`src/rtl/card_seq_pkg.sv`:
```
// Purpose: Shared constants and types for the card activation sequencer.
// Assumes: 20 MHz core clock, 8-bit register port with 4-bit addresses.
// Notes:   Register offsets are byte addresses on the plain register port.
`default_nettype none
package card_seq_pkg;
    // Core clock period
    localparam int CLK_PERIOD_NS = 50;
    // Longest fault that still returns to the active state
    localparam int FAULT_LIMIT_NS = 5000;
    localparam int FAULT_CYC_I = FAULT_LIMIT_NS / CLK_PERIOD_NS;
    localparam logic [6:0] FAULT_CYC = 7'(FAULT_CYC_I);
    // Least spacing between steps of the built-in deactivation
    localparam int DEACT_STEP_NS = 200;
    localparam int DEACT_STEP_I =
        (DEACT_STEP_NS + CLK_PERIOD_NS - 1) / CLK_PERIOD_NS;
    localparam logic [2:0] DEACT_STEP_CYC = 3'(DEACT_STEP_I);
    // Deactivation steps: reset and lines low, clock low, hold, supply off
    localparam logic [1:0] STEP_RST  = 2'h0;
    localparam logic [1:0] STEP_CLK  = 2'h1;
    localparam logic [1:0] STEP_IO   = 2'h2;
    localparam logic [1:0] STEP_DONE = 2'h3;
    // Register offsets
    localparam logic [3:0] CTRL_ADDR   = 4'h0;
    localparam logic [3:0] STATUS_ADDR = 4'h4;
    localparam logic [3:0] MASK_ADDR   = 4'h8;
    localparam logic [3:0] STATE_ADDR  = 4'hc;
    // Control fields
    localparam int CTRL_POL_BIT = 0;
    localparam logic [7:0] CTRL_RESET = 8'h00;
    localparam logic [7:0] MASK_RESET = 8'h00;
    // Status event bits
    localparam int EV_ACTIVE  = 0;
    localparam int EV_FAULT   = 1;
    localparam int EV_ALARM   = 2;
    localparam int EV_HOT     = 3;
    localparam int EV_INSERT  = 4;
    localparam int EV_BITS    = 5;
    // Channel count: data, aux one, aux two
    localparam int CHANS = 3;
    typedef enum logic [1:0] {
        ST_IDLE   = 2'b00,
        ST_ACTIVE = 2'b01,
        ST_FAULT  = 2'b10,
        ST_ALARM  = 2'b11
    } state_t;
    typedef enum logic [1:0] {
        DIR_NONE = 2'b00,
        DIR_HOST = 2'b01,
        DIR_CARD = 2'b10
    } dir_t;
endpackage
`default_nettype wire

```
`src/rtl/card_activation_sequencer.sv`:
```
// Purpose: Control state machine of a smart card interface.
// Assumes: All pins synchronous to core_clk_in; analog sensing arrives
//          as digital levels (supply discharged, supply settled, faults).
// Notes:   Open-drain pins are split into value and drive enable.
// How it works
// - Idle: card supply, reset, clock, lines low; host pins and flags float.
// - Insertion indicator is sense XOR polarity setting in idle and active.
// - Idle deactivation runs until supply near 1V; activation ignored before.
// - Alarm state looks like idle except the alarm flag is driven low.
// - Alarm leaves only to idle, when the host raises the power request.
// - Toggling the power request clears alarm; activation still waits discharge.
// - Active: supply at 3V or 5V by select; reset and clock follow host.
// - Active: alarm flag high; data lines usable only after ready goes low.
// - Fault timeout: over 5us goes to alarm, shorter returns to active.
// - Overtemperature disables the device and asserts the alarm flag.
// - Self-start: ready acts as card-present and supply-settled interrupt.
// - Self-start: stays powered while card present; removal deactivates.
// - Raising the power request runs the built-in deactivation sequence.
// - A fault lasting over 5us runs the built-in deactivation sequence without host help.
`timescale 1ns/100ps
`default_nettype none
module card_activation_sequencer (
    input  wire logic       core_clk_in,
    input  wire logic       reset_n_in,
    input  wire logic       power_request_n_in,
    input  wire logic       chip_select_n_in,
    input  wire logic       insertion_sense_in,
    input  wire logic       supply_level_select_in,
    input  wire logic       host_reset_in,
    input  wire logic       host_clock_in,
    input  wire logic       supply_discharged_in,
    input  wire logic       supply_settled_in,
    input  wire logic       supply_overload_in,
    input  wire logic       overtemp_in,
    input  wire logic [2:0] host_line_in,
    input  wire logic [2:0] card_line_in,
    input  wire logic [3:0] reg_addr_in,
    input  wire logic [7:0] reg_wdata_in,
    input  wire logic       reg_write_in,
    input  wire logic       reg_read_in,
    output logic            card_supply_en_out,
    output logic            card_supply_5v_out,
    output logic            card_rst_out,
    output logic            card_clk_out,
    output logic [2:0]      card_line_out,
    output logic [2:0]      card_line_oe_out,
    output logic [2:0]      host_line_out,
    output logic [2:0]      host_line_oe_out,
    output logic            insertion_indicator_n_out,
    output logic            ready_n_out,
    output logic            ready_oe_out,
    output logic            alarm_n_out,
    output logic            alarm_oe_out,
    output logic [7:0]      reg_rdata_out,
    output logic            irq_out
);
    card_seq_pkg::state_t state_reg, state_next;
    logic [6:0] fault_cnt_reg;
    logic [1:0] step_reg;
    logic [2:0] step_tmr_reg;
    logic [7:0] ctrl_reg;
    logic [card_seq_pkg::EV_BITS-1:0] status_reg, mask_reg, ev_set;
    logic       present_prev_reg;
    logic       polarity;
    logic       card_present;
    logic       fault;
    logic       discharged;
    logic       live;
    logic       lines_ok;

    assign polarity     = ctrl_reg[card_seq_pkg::CTRL_POL_BIT];
    // Indicator low means a card sits in the socket
    assign card_present = ~(insertion_sense_in ^ polarity);
    // Card removal counts as a fault so self-start mode shuts down
    assign fault        = supply_overload_in | ~card_present;
    // Activation waits for a finished sequence and a drained supply
    assign discharged   = (step_reg == card_seq_pkg::STEP_DONE) &&
                          supply_discharged_in;
    assign live         = (state_reg == card_seq_pkg::ST_ACTIVE) ||
                          (state_reg == card_seq_pkg::ST_FAULT);
    // Lines carry data only once ready has been pulled low
    assign lines_ok     = live && ready_oe_out && !chip_select_n_in;

    // Next state
    always_comb begin
        state_next = state_reg;
        unique case (state_reg)
            card_seq_pkg::ST_IDLE: begin
                if (!power_request_n_in && discharged) begin
                    state_next = card_seq_pkg::ST_ACTIVE;
                end
            end
            card_seq_pkg::ST_ACTIVE: begin
                if (power_request_n_in) begin
                    state_next = card_seq_pkg::ST_IDLE;
                end else if (fault) begin
                    state_next = card_seq_pkg::ST_FAULT;
                end
            end
            card_seq_pkg::ST_FAULT: begin
                if (!fault) begin
                    state_next = card_seq_pkg::ST_ACTIVE;
                end else if (fault_cnt_reg == card_seq_pkg::FAULT_CYC) begin
                    state_next = card_seq_pkg::ST_ALARM;
                end
            end
            card_seq_pkg::ST_ALARM: begin
                if (power_request_n_in && !overtemp_in) begin
                    state_next = card_seq_pkg::ST_IDLE;
                end
            end
        endcase
        // Heat shuts everything down from any state
        if (overtemp_in) begin
            state_next = card_seq_pkg::ST_ALARM;
        end
    end

    // State register
    always_ff @(posedge core_clk_in or negedge reset_n_in) begin
        if (!reset_n_in) begin
            state_reg <= card_seq_pkg::ST_IDLE;
        end else begin
            state_reg <= state_next;
        end
    end

    // Fault duration timer, counts only while in fault timeout
    always_ff @(posedge core_clk_in or negedge reset_n_in) begin
        if (!reset_n_in) begin
            fault_cnt_reg <= 7'h00;
        end else if (state_reg == card_seq_pkg::ST_FAULT) begin
            fault_cnt_reg <= fault_cnt_reg + 7'h01;
        end else begin
            fault_cnt_reg <= 7'h00;
        end
    end

    // Built-in deactivation steps; restarts each time the card goes live
    always_ff @(posedge core_clk_in or negedge reset_n_in) begin
        if (!reset_n_in) begin
            step_reg     <= card_seq_pkg::STEP_DONE;
            step_tmr_reg <= 3'h0;
        end else if (live) begin
            step_reg     <= card_seq_pkg::STEP_RST;
            step_tmr_reg <= 3'h0;
        end else if (step_reg != card_seq_pkg::STEP_DONE) begin
            if (step_tmr_reg == card_seq_pkg::DEACT_STEP_CYC - 3'h1) begin
                step_reg     <= step_reg + 2'h1;
                step_tmr_reg <= 3'h0;
            end else begin
                step_tmr_reg <= step_tmr_reg + 3'h1;
            end
        end
    end

    // Card supply, reset and clock; the sequence drops them in order
    always_ff @(posedge core_clk_in or negedge reset_n_in) begin
        if (!reset_n_in) begin
            card_supply_en_out <= 1'b0;
            card_supply_5v_out <= 1'b0;
            card_rst_out       <= 1'b0;
            card_clk_out       <= 1'b0;
        end else if (live) begin
            card_supply_en_out <= 1'b1;
            card_supply_5v_out <= supply_level_select_in;
            card_rst_out       <= host_reset_in;
            card_clk_out       <= host_clock_in;
        end else begin
            card_supply_en_out <= card_supply_en_out &&
                                  (step_reg != card_seq_pkg::STEP_DONE);
            card_rst_out       <= 1'b0;
            card_clk_out       <= card_clk_out &&
                                  (step_reg == card_seq_pkg::STEP_RST);
        end
    end

    // Flags: ready as card-present interrupt, alarm per state
    always_ff @(posedge core_clk_in or negedge reset_n_in) begin
        if (!reset_n_in) begin
            ready_n_out  <= 1'b1;
            ready_oe_out <= 1'b0;
            alarm_n_out  <= 1'b1;
            alarm_oe_out <= 1'b0;
            insertion_indicator_n_out <= 1'b1;
        end else begin
            ready_n_out  <= 1'b0;
            ready_oe_out <= live && supply_settled_in;
            alarm_n_out  <= (state_reg != card_seq_pkg::ST_ALARM);
            alarm_oe_out <= (state_reg != card_seq_pkg::ST_IDLE);
            insertion_indicator_n_out <= insertion_sense_in ^ polarity;
        end
    end

    // Channel direction: the first side to pull low owns the channel
    genvar ch;
    generate
        for (ch = 0; ch < card_seq_pkg::CHANS; ch++) begin : chan_g
            card_seq_pkg::dir_t dir_reg;
            always_ff @(posedge core_clk_in or negedge reset_n_in) begin
                if (!reset_n_in) begin
                    dir_reg <= card_seq_pkg::DIR_NONE;
                end else if (!lines_ok) begin
                    dir_reg <= card_seq_pkg::DIR_NONE;
                end else if (dir_reg == card_seq_pkg::DIR_NONE) begin
                    if (!host_line_in[ch]) begin
                        dir_reg <= card_seq_pkg::DIR_HOST;
                    end else if (!card_line_in[ch]) begin
                        dir_reg <= card_seq_pkg::DIR_CARD;
                    end
                end else if (host_line_in[ch] && card_line_in[ch]) begin
                    dir_reg <= card_seq_pkg::DIR_NONE;
                end
            end
            // Idle drives card lines low and floats host lines
            always_ff @(posedge core_clk_in or negedge reset_n_in) begin
                if (!reset_n_in) begin
                    card_line_out[ch]    <= 1'b0;
                    card_line_oe_out[ch] <= 1'b1;
                    host_line_out[ch]    <= 1'b0;
                    host_line_oe_out[ch] <= 1'b0;
                end else begin
                    card_line_out[ch]    <= 1'b0;
                    host_line_out[ch]    <= 1'b0;
                    card_line_oe_out[ch] <= live ? (lines_ok &&
                        dir_reg == card_seq_pkg::DIR_HOST &&
                        !host_line_in[ch]) : 1'b1;
                    host_line_oe_out[ch] <= lines_ok &&
                        dir_reg == card_seq_pkg::DIR_CARD &&
                        !card_line_in[ch];
                end
            end
        end
    endgenerate

    // Events for the status register
    always_comb begin
        ev_set = '0;
        ev_set[card_seq_pkg::EV_ACTIVE] =
            state_reg == card_seq_pkg::ST_IDLE &&
            state_next == card_seq_pkg::ST_ACTIVE;
        ev_set[card_seq_pkg::EV_FAULT] =
            state_reg == card_seq_pkg::ST_ACTIVE &&
            state_next == card_seq_pkg::ST_FAULT;
        ev_set[card_seq_pkg::EV_ALARM] =
            state_reg != card_seq_pkg::ST_ALARM &&
            state_next == card_seq_pkg::ST_ALARM;
        ev_set[card_seq_pkg::EV_HOT]    = overtemp_in;
        ev_set[card_seq_pkg::EV_INSERT] = card_present && !present_prev_reg;
    end

    // Control, mask and sticky status; a new event beats a write-one clear
    always_ff @(posedge core_clk_in or negedge reset_n_in) begin
        if (!reset_n_in) begin
            ctrl_reg         <= card_seq_pkg::CTRL_RESET;
            mask_reg         <= card_seq_pkg::MASK_RESET[4:0];
            status_reg       <= '0;
            present_prev_reg <= 1'b0;
        end else begin
            present_prev_reg <= card_present;
            if (reg_write_in && reg_addr_in == card_seq_pkg::CTRL_ADDR) begin
                ctrl_reg <= reg_wdata_in;
            end
            if (reg_write_in && reg_addr_in == card_seq_pkg::MASK_ADDR) begin
                mask_reg <= reg_wdata_in[card_seq_pkg::EV_BITS-1:0];
            end
            if (reg_write_in && reg_addr_in == card_seq_pkg::STATUS_ADDR) begin
                status_reg <= (status_reg &
                    ~reg_wdata_in[card_seq_pkg::EV_BITS-1:0]) | ev_set;
            end else begin
                status_reg <= status_reg | ev_set;
            end
        end
    end

    // Read data one cycle after the strobe; unmapped reads give zero
    always_ff @(posedge core_clk_in or negedge reset_n_in) begin
        if (!reset_n_in) begin
            reg_rdata_out <= 8'h00;
            irq_out       <= 1'b0;
        end else begin
            irq_out       <= |(status_reg & mask_reg);
            reg_rdata_out <= 8'h00;
            if (reg_read_in) begin
                unique case (reg_addr_in)
                    card_seq_pkg::CTRL_ADDR:   reg_rdata_out <= ctrl_reg;
                    card_seq_pkg::STATUS_ADDR: reg_rdata_out <= {3'h0, status_reg};
                    card_seq_pkg::MASK_ADDR:   reg_rdata_out <= {3'h0, mask_reg};
                    card_seq_pkg::STATE_ADDR:  reg_rdata_out <=
                        {3'h0, discharged, step_reg, state_reg};
                    default:                   reg_rdata_out <= 8'h00;
                endcase
            end
        end
    end
endmodule
`default_nettype wire

```
`config.mk`:
```
export PLATFORM = sky130hd
export DESIGN_NAME = card_activation_sequencer
export DESIGN_NICKNAME = d
export VERILOG_FILES = /design/src/rtl/card_seq_pkg.sv /design/src/rtl/card_activation_sequencer.sv
export SDC_FILE = /design/constraint.sdc
export NUM_CORES = 1
export LEC_CHECK = 0
export BUFFER_PORTS_ARGS = -buffer_cell sky130_fd_sc_hd__buf_2
export CORE_MARGIN = 5
export CORE_UTILIZATION = 49
export DETAILED_ROUTE_END_ITERATION = 16
export PLACE_DENSITY = 0.76
export REMOVE_ABC_BUFFERS = 1
export SETUP_SLACK_MARGIN = 0.5
export SYNTH_ARGS = -nofsm -noshare
export SYNTH_HDL_FRONTEND = slang
export SYNTH_SLANG_ARGS = --single-unit
export TNS_END_PERCENT = 1
```
`constraint.sdc`:
```
create_clock -name core_clk_in -period 1.7 [get_ports core_clk_in]
set_clock_uncertainty 0.1 [all_clocks]
set_input_delay 0.255 -clock core_clk_in [delete_from_list [all_inputs] [get_ports core_clk_in]]
set_output_delay 0.255 -clock core_clk_in [all_outputs]
set_load 0.01 [all_outputs]
```
==> run metrics <==
number of antenna-violating nets in the routed design=0; length of routed met3 wiring=381 um; number of diodes=0; antenna violations before repair=0; average vias per placed instance=5.281; Pre-antenna DRT Iters=4; leakage power of the design=0.001796 uW; Port Buffer Count=55; violations in the final reports=setup timing; full die area=7468 um2; reg-to-reg critical path startpoint=step_reg[0]; flip-flop and latch count after synthesis=63; Worst Hold Endpoint=host_line_oe_out[2]; class of the worst hold path=primary input to flop; sum of overflow across all layers after global routing=0; clock tree from TritonCTS=built; worst skew pair latency=340 ps; Syn-to-layout area delta=32.23%; Top Layer Used=met4; largest family of logic cells by synthesized area=simple AND/OR/NAND/NOR gates; CP peak stage delay=560 ps; number of standard cells after synthesis=247; mux share of post-synthesis cell area=0.08483; hold path startpoint=card_line_in[2]; routed wire length on met2=3105 um; number of buffers on the longest clock path=2; Primary FF master, synth=sky130_fd_sc_hd__dfrtp_1; via count of the first global-routing pass=2123; pin count of the biggest net entering global routing=41; cell count of the worst hold path=2; number of H-tree branching levels=3; placed cell count=386; Final #Nets=370; number of placement rows=27; outcome=finished, violations left; average wire per cell in the routed design=15.38 um; top achievable clock speed=564.4 MHz; power per standard cell area=1387 nW/um2; xor and xnor fraction of the mapped netlist area=0.02405; worst reg2reg setup slack=-70 ps; sequential fraction of the synthesis area=0.5544; critical path arrival=1900 ps; endpoint kind of the worst setup timing path=flop; final period utilization=1.042; clock sinks=63; clock-pin transition on the worst setup and hold timing paths=70 ps; share of async-settable or async-resettable flops after synthesis=1.000; GR Util All Layers=0.1749; highest net fanout along the worst path=2; complex-gate fraction of the synthesized area=0.1067; logic depth of the worst register-to-register path=7; simple-gate area share of the yosys netlist=0.1417; die outline width=86.42 um; total wirelength of the detailed-routed design=6245 um; number of top-level pins=62; number of DRC violations after detailed-routing iteration 0=118; fraction of final layout cells with drive strength greater than 1=0.4491; TritonCTS Buffers=9; CP max stage cell=sky130_fd_sc_hd__dfstp_2; cell-by-cell listing of the critical path=ha_4 > and3b_1 > o31a_1 > o2111ai_2 > nand2_2 > inv_2 > a32o_2; routed vias=2144; unrepaired setup endpoints after global routing=yes; DRT met1 WL=2640 um; share of synthesized cell area in full adder, half adder and majority cells=0.03935; yosys warns=0; Initial Util=0.5103; core occupancy in the finished layout=0.6747; Syn Std Cell Area=2861 um2; data required time of the worst path=1830 ps; number of different library cells in the post-synthesis netlist=50; remaining routing DRC violations=0; final hold viol count=0; non-filler instance count after layout=406; CP startpoint kind=flop; Final Setup Violations=1; core box area=5608 um2; class of the most critical setup path=flop to flop; number of enable flip-flop cells after synthesis=0; Max Transition Viols Final=0; die height=86.42 um; VDD IR max=734.6 uV; wire length of the first global-routing pass=10110 um; fill cell total of the finished layout=423; mean post-synth cell area=11.58 um2; DP Wirelength=4291 um; count of max-cap constraint violations=0; worst path setup slack after routing=-71.90 ps; destination of the worst register-to-register timing path=status_reg[1]; Routability Congestion=0.8403; Fin Hold WS=6.848 ps; Clock Root Buffer=sky130_fd_sc_hd__clkbuf_8; Tmin final=1772 ps
## area by class of cell
class | count | area (um2) | share of cell area
sequential | 63 | 1587 | 0.4193
tap | 72 | 90.09 | 0.02381
clock buffer | 14 | 182.7 | 0.04828
timing repair buffer | 75 | 504.2 | 0.1333
multi-input combinational | 162 | 1315 | 0.3476
inverter | 18 | 67.56 | 0.01786
clock inverter | 2 | 37.54 | 0.009921
## cell families after synthesis
logic type      count (synthesis)
simple gates                   75
fa+ha+maj                       9
other cells                     1
mux                            19
compound gates                 45
flops                          63
buf+inv                        28
xor+xnor                        7
## synth_stat cells, drive strengths merged (3+ instances only)
cell type / count / share of area
a211oi: 5 / 0.013
a21oi: 15 / 0.026
a22oi: 5 / 0.013
and2: 6 / 0.013
and3: 6 / 0.013
buf: 8 / 0.021
dfrtp: 55 / 0.48
dfstp: 8 / 0.073
ha: 9 / 0.039
inv: 18 / 0.024
mux2: 18 / 0.081
nand2: 25 / 0.035
nand3: 3 / 0.0052
nor2: 14 / 0.018
nor2b: 8 / 0.017
nor4b: 3 / 0.0092
o21ai: 8 / 0.015
xnor2: 5 / 0.015
## placed cells by master, fill, tap and decap left out, drive strengths merged, types with 3 or more instances in the layout
cell type  count
a22oi          5
nand3          3
nor2b          8
o21ai          8
nor2          14
and2           6
buf           73
a211oi         5
nor4b          3
dfrtp         55
clkbuf        14
inv           18
xnor2          5
ha             9
conb           7
mux2          18
nand2         25
dfstp          8
and3           6
a21oi         15
## critical path, delay by kind of cell (launching register included)
family / cells / cell delay (ps)
AND/OR/NAND/NOR: 2 / 260
adder cells (fa/ha/maj): 1 / 140
flip-flops: 1 / 560
buffers and inverters: 1 / 40
AO/OA/AOI/OAI: 3 / 560
## worst max path at each step
stage               depth (start not counted)             to         start
floorplan                                   7  status_reg[1]   step_reg[0]
global placement                            7  status_reg[1]  state_reg[1]
detailed placement                          7  status_reg[1]  state_reg[1]
CTS                                         7  status_reg[1]   step_reg[1]
global route                                7  status_reg[1]   step_reg[0]
finish                                      7  status_reg[1]   step_reg[0]
## layer usage
layer,global-route usage,vias up
met4,0.08782,0
met2,0.2761,49
met3,0.03707,11
met5,0,-
li1,-,1009
met1,0.2279,1075
## repair_timing
action | in CTS | in global routing
resized for setup | 23 | 18
pin swaps | 22 | 15
setup endpoints to repair | 49 | 61
hold endpoints to repair | 57 | 0
setup buffers | 1 | 1
hold buffers | 2 | 0
## stage by stage
step	TNS (ps)	total power, uW	instance area [um2]	worst slack [ps]
final	-71.90	5248	3784	-71.90
after global routing	-252.5	5538	3784	-146.6
after CTS	-50.46	5132	3681	-50.46
after detailed placement	-201.1	3577	3326	-129.1
after global placement	-41.16	3532	3326	-41.16
after floorplan	-140.0	2925	2815	-76.44
## power by group
part,internal (uW),switching [uW]
clock,838,562
combinational,890,872
sequential,1870,215
(Power assumes the default switching activity.)
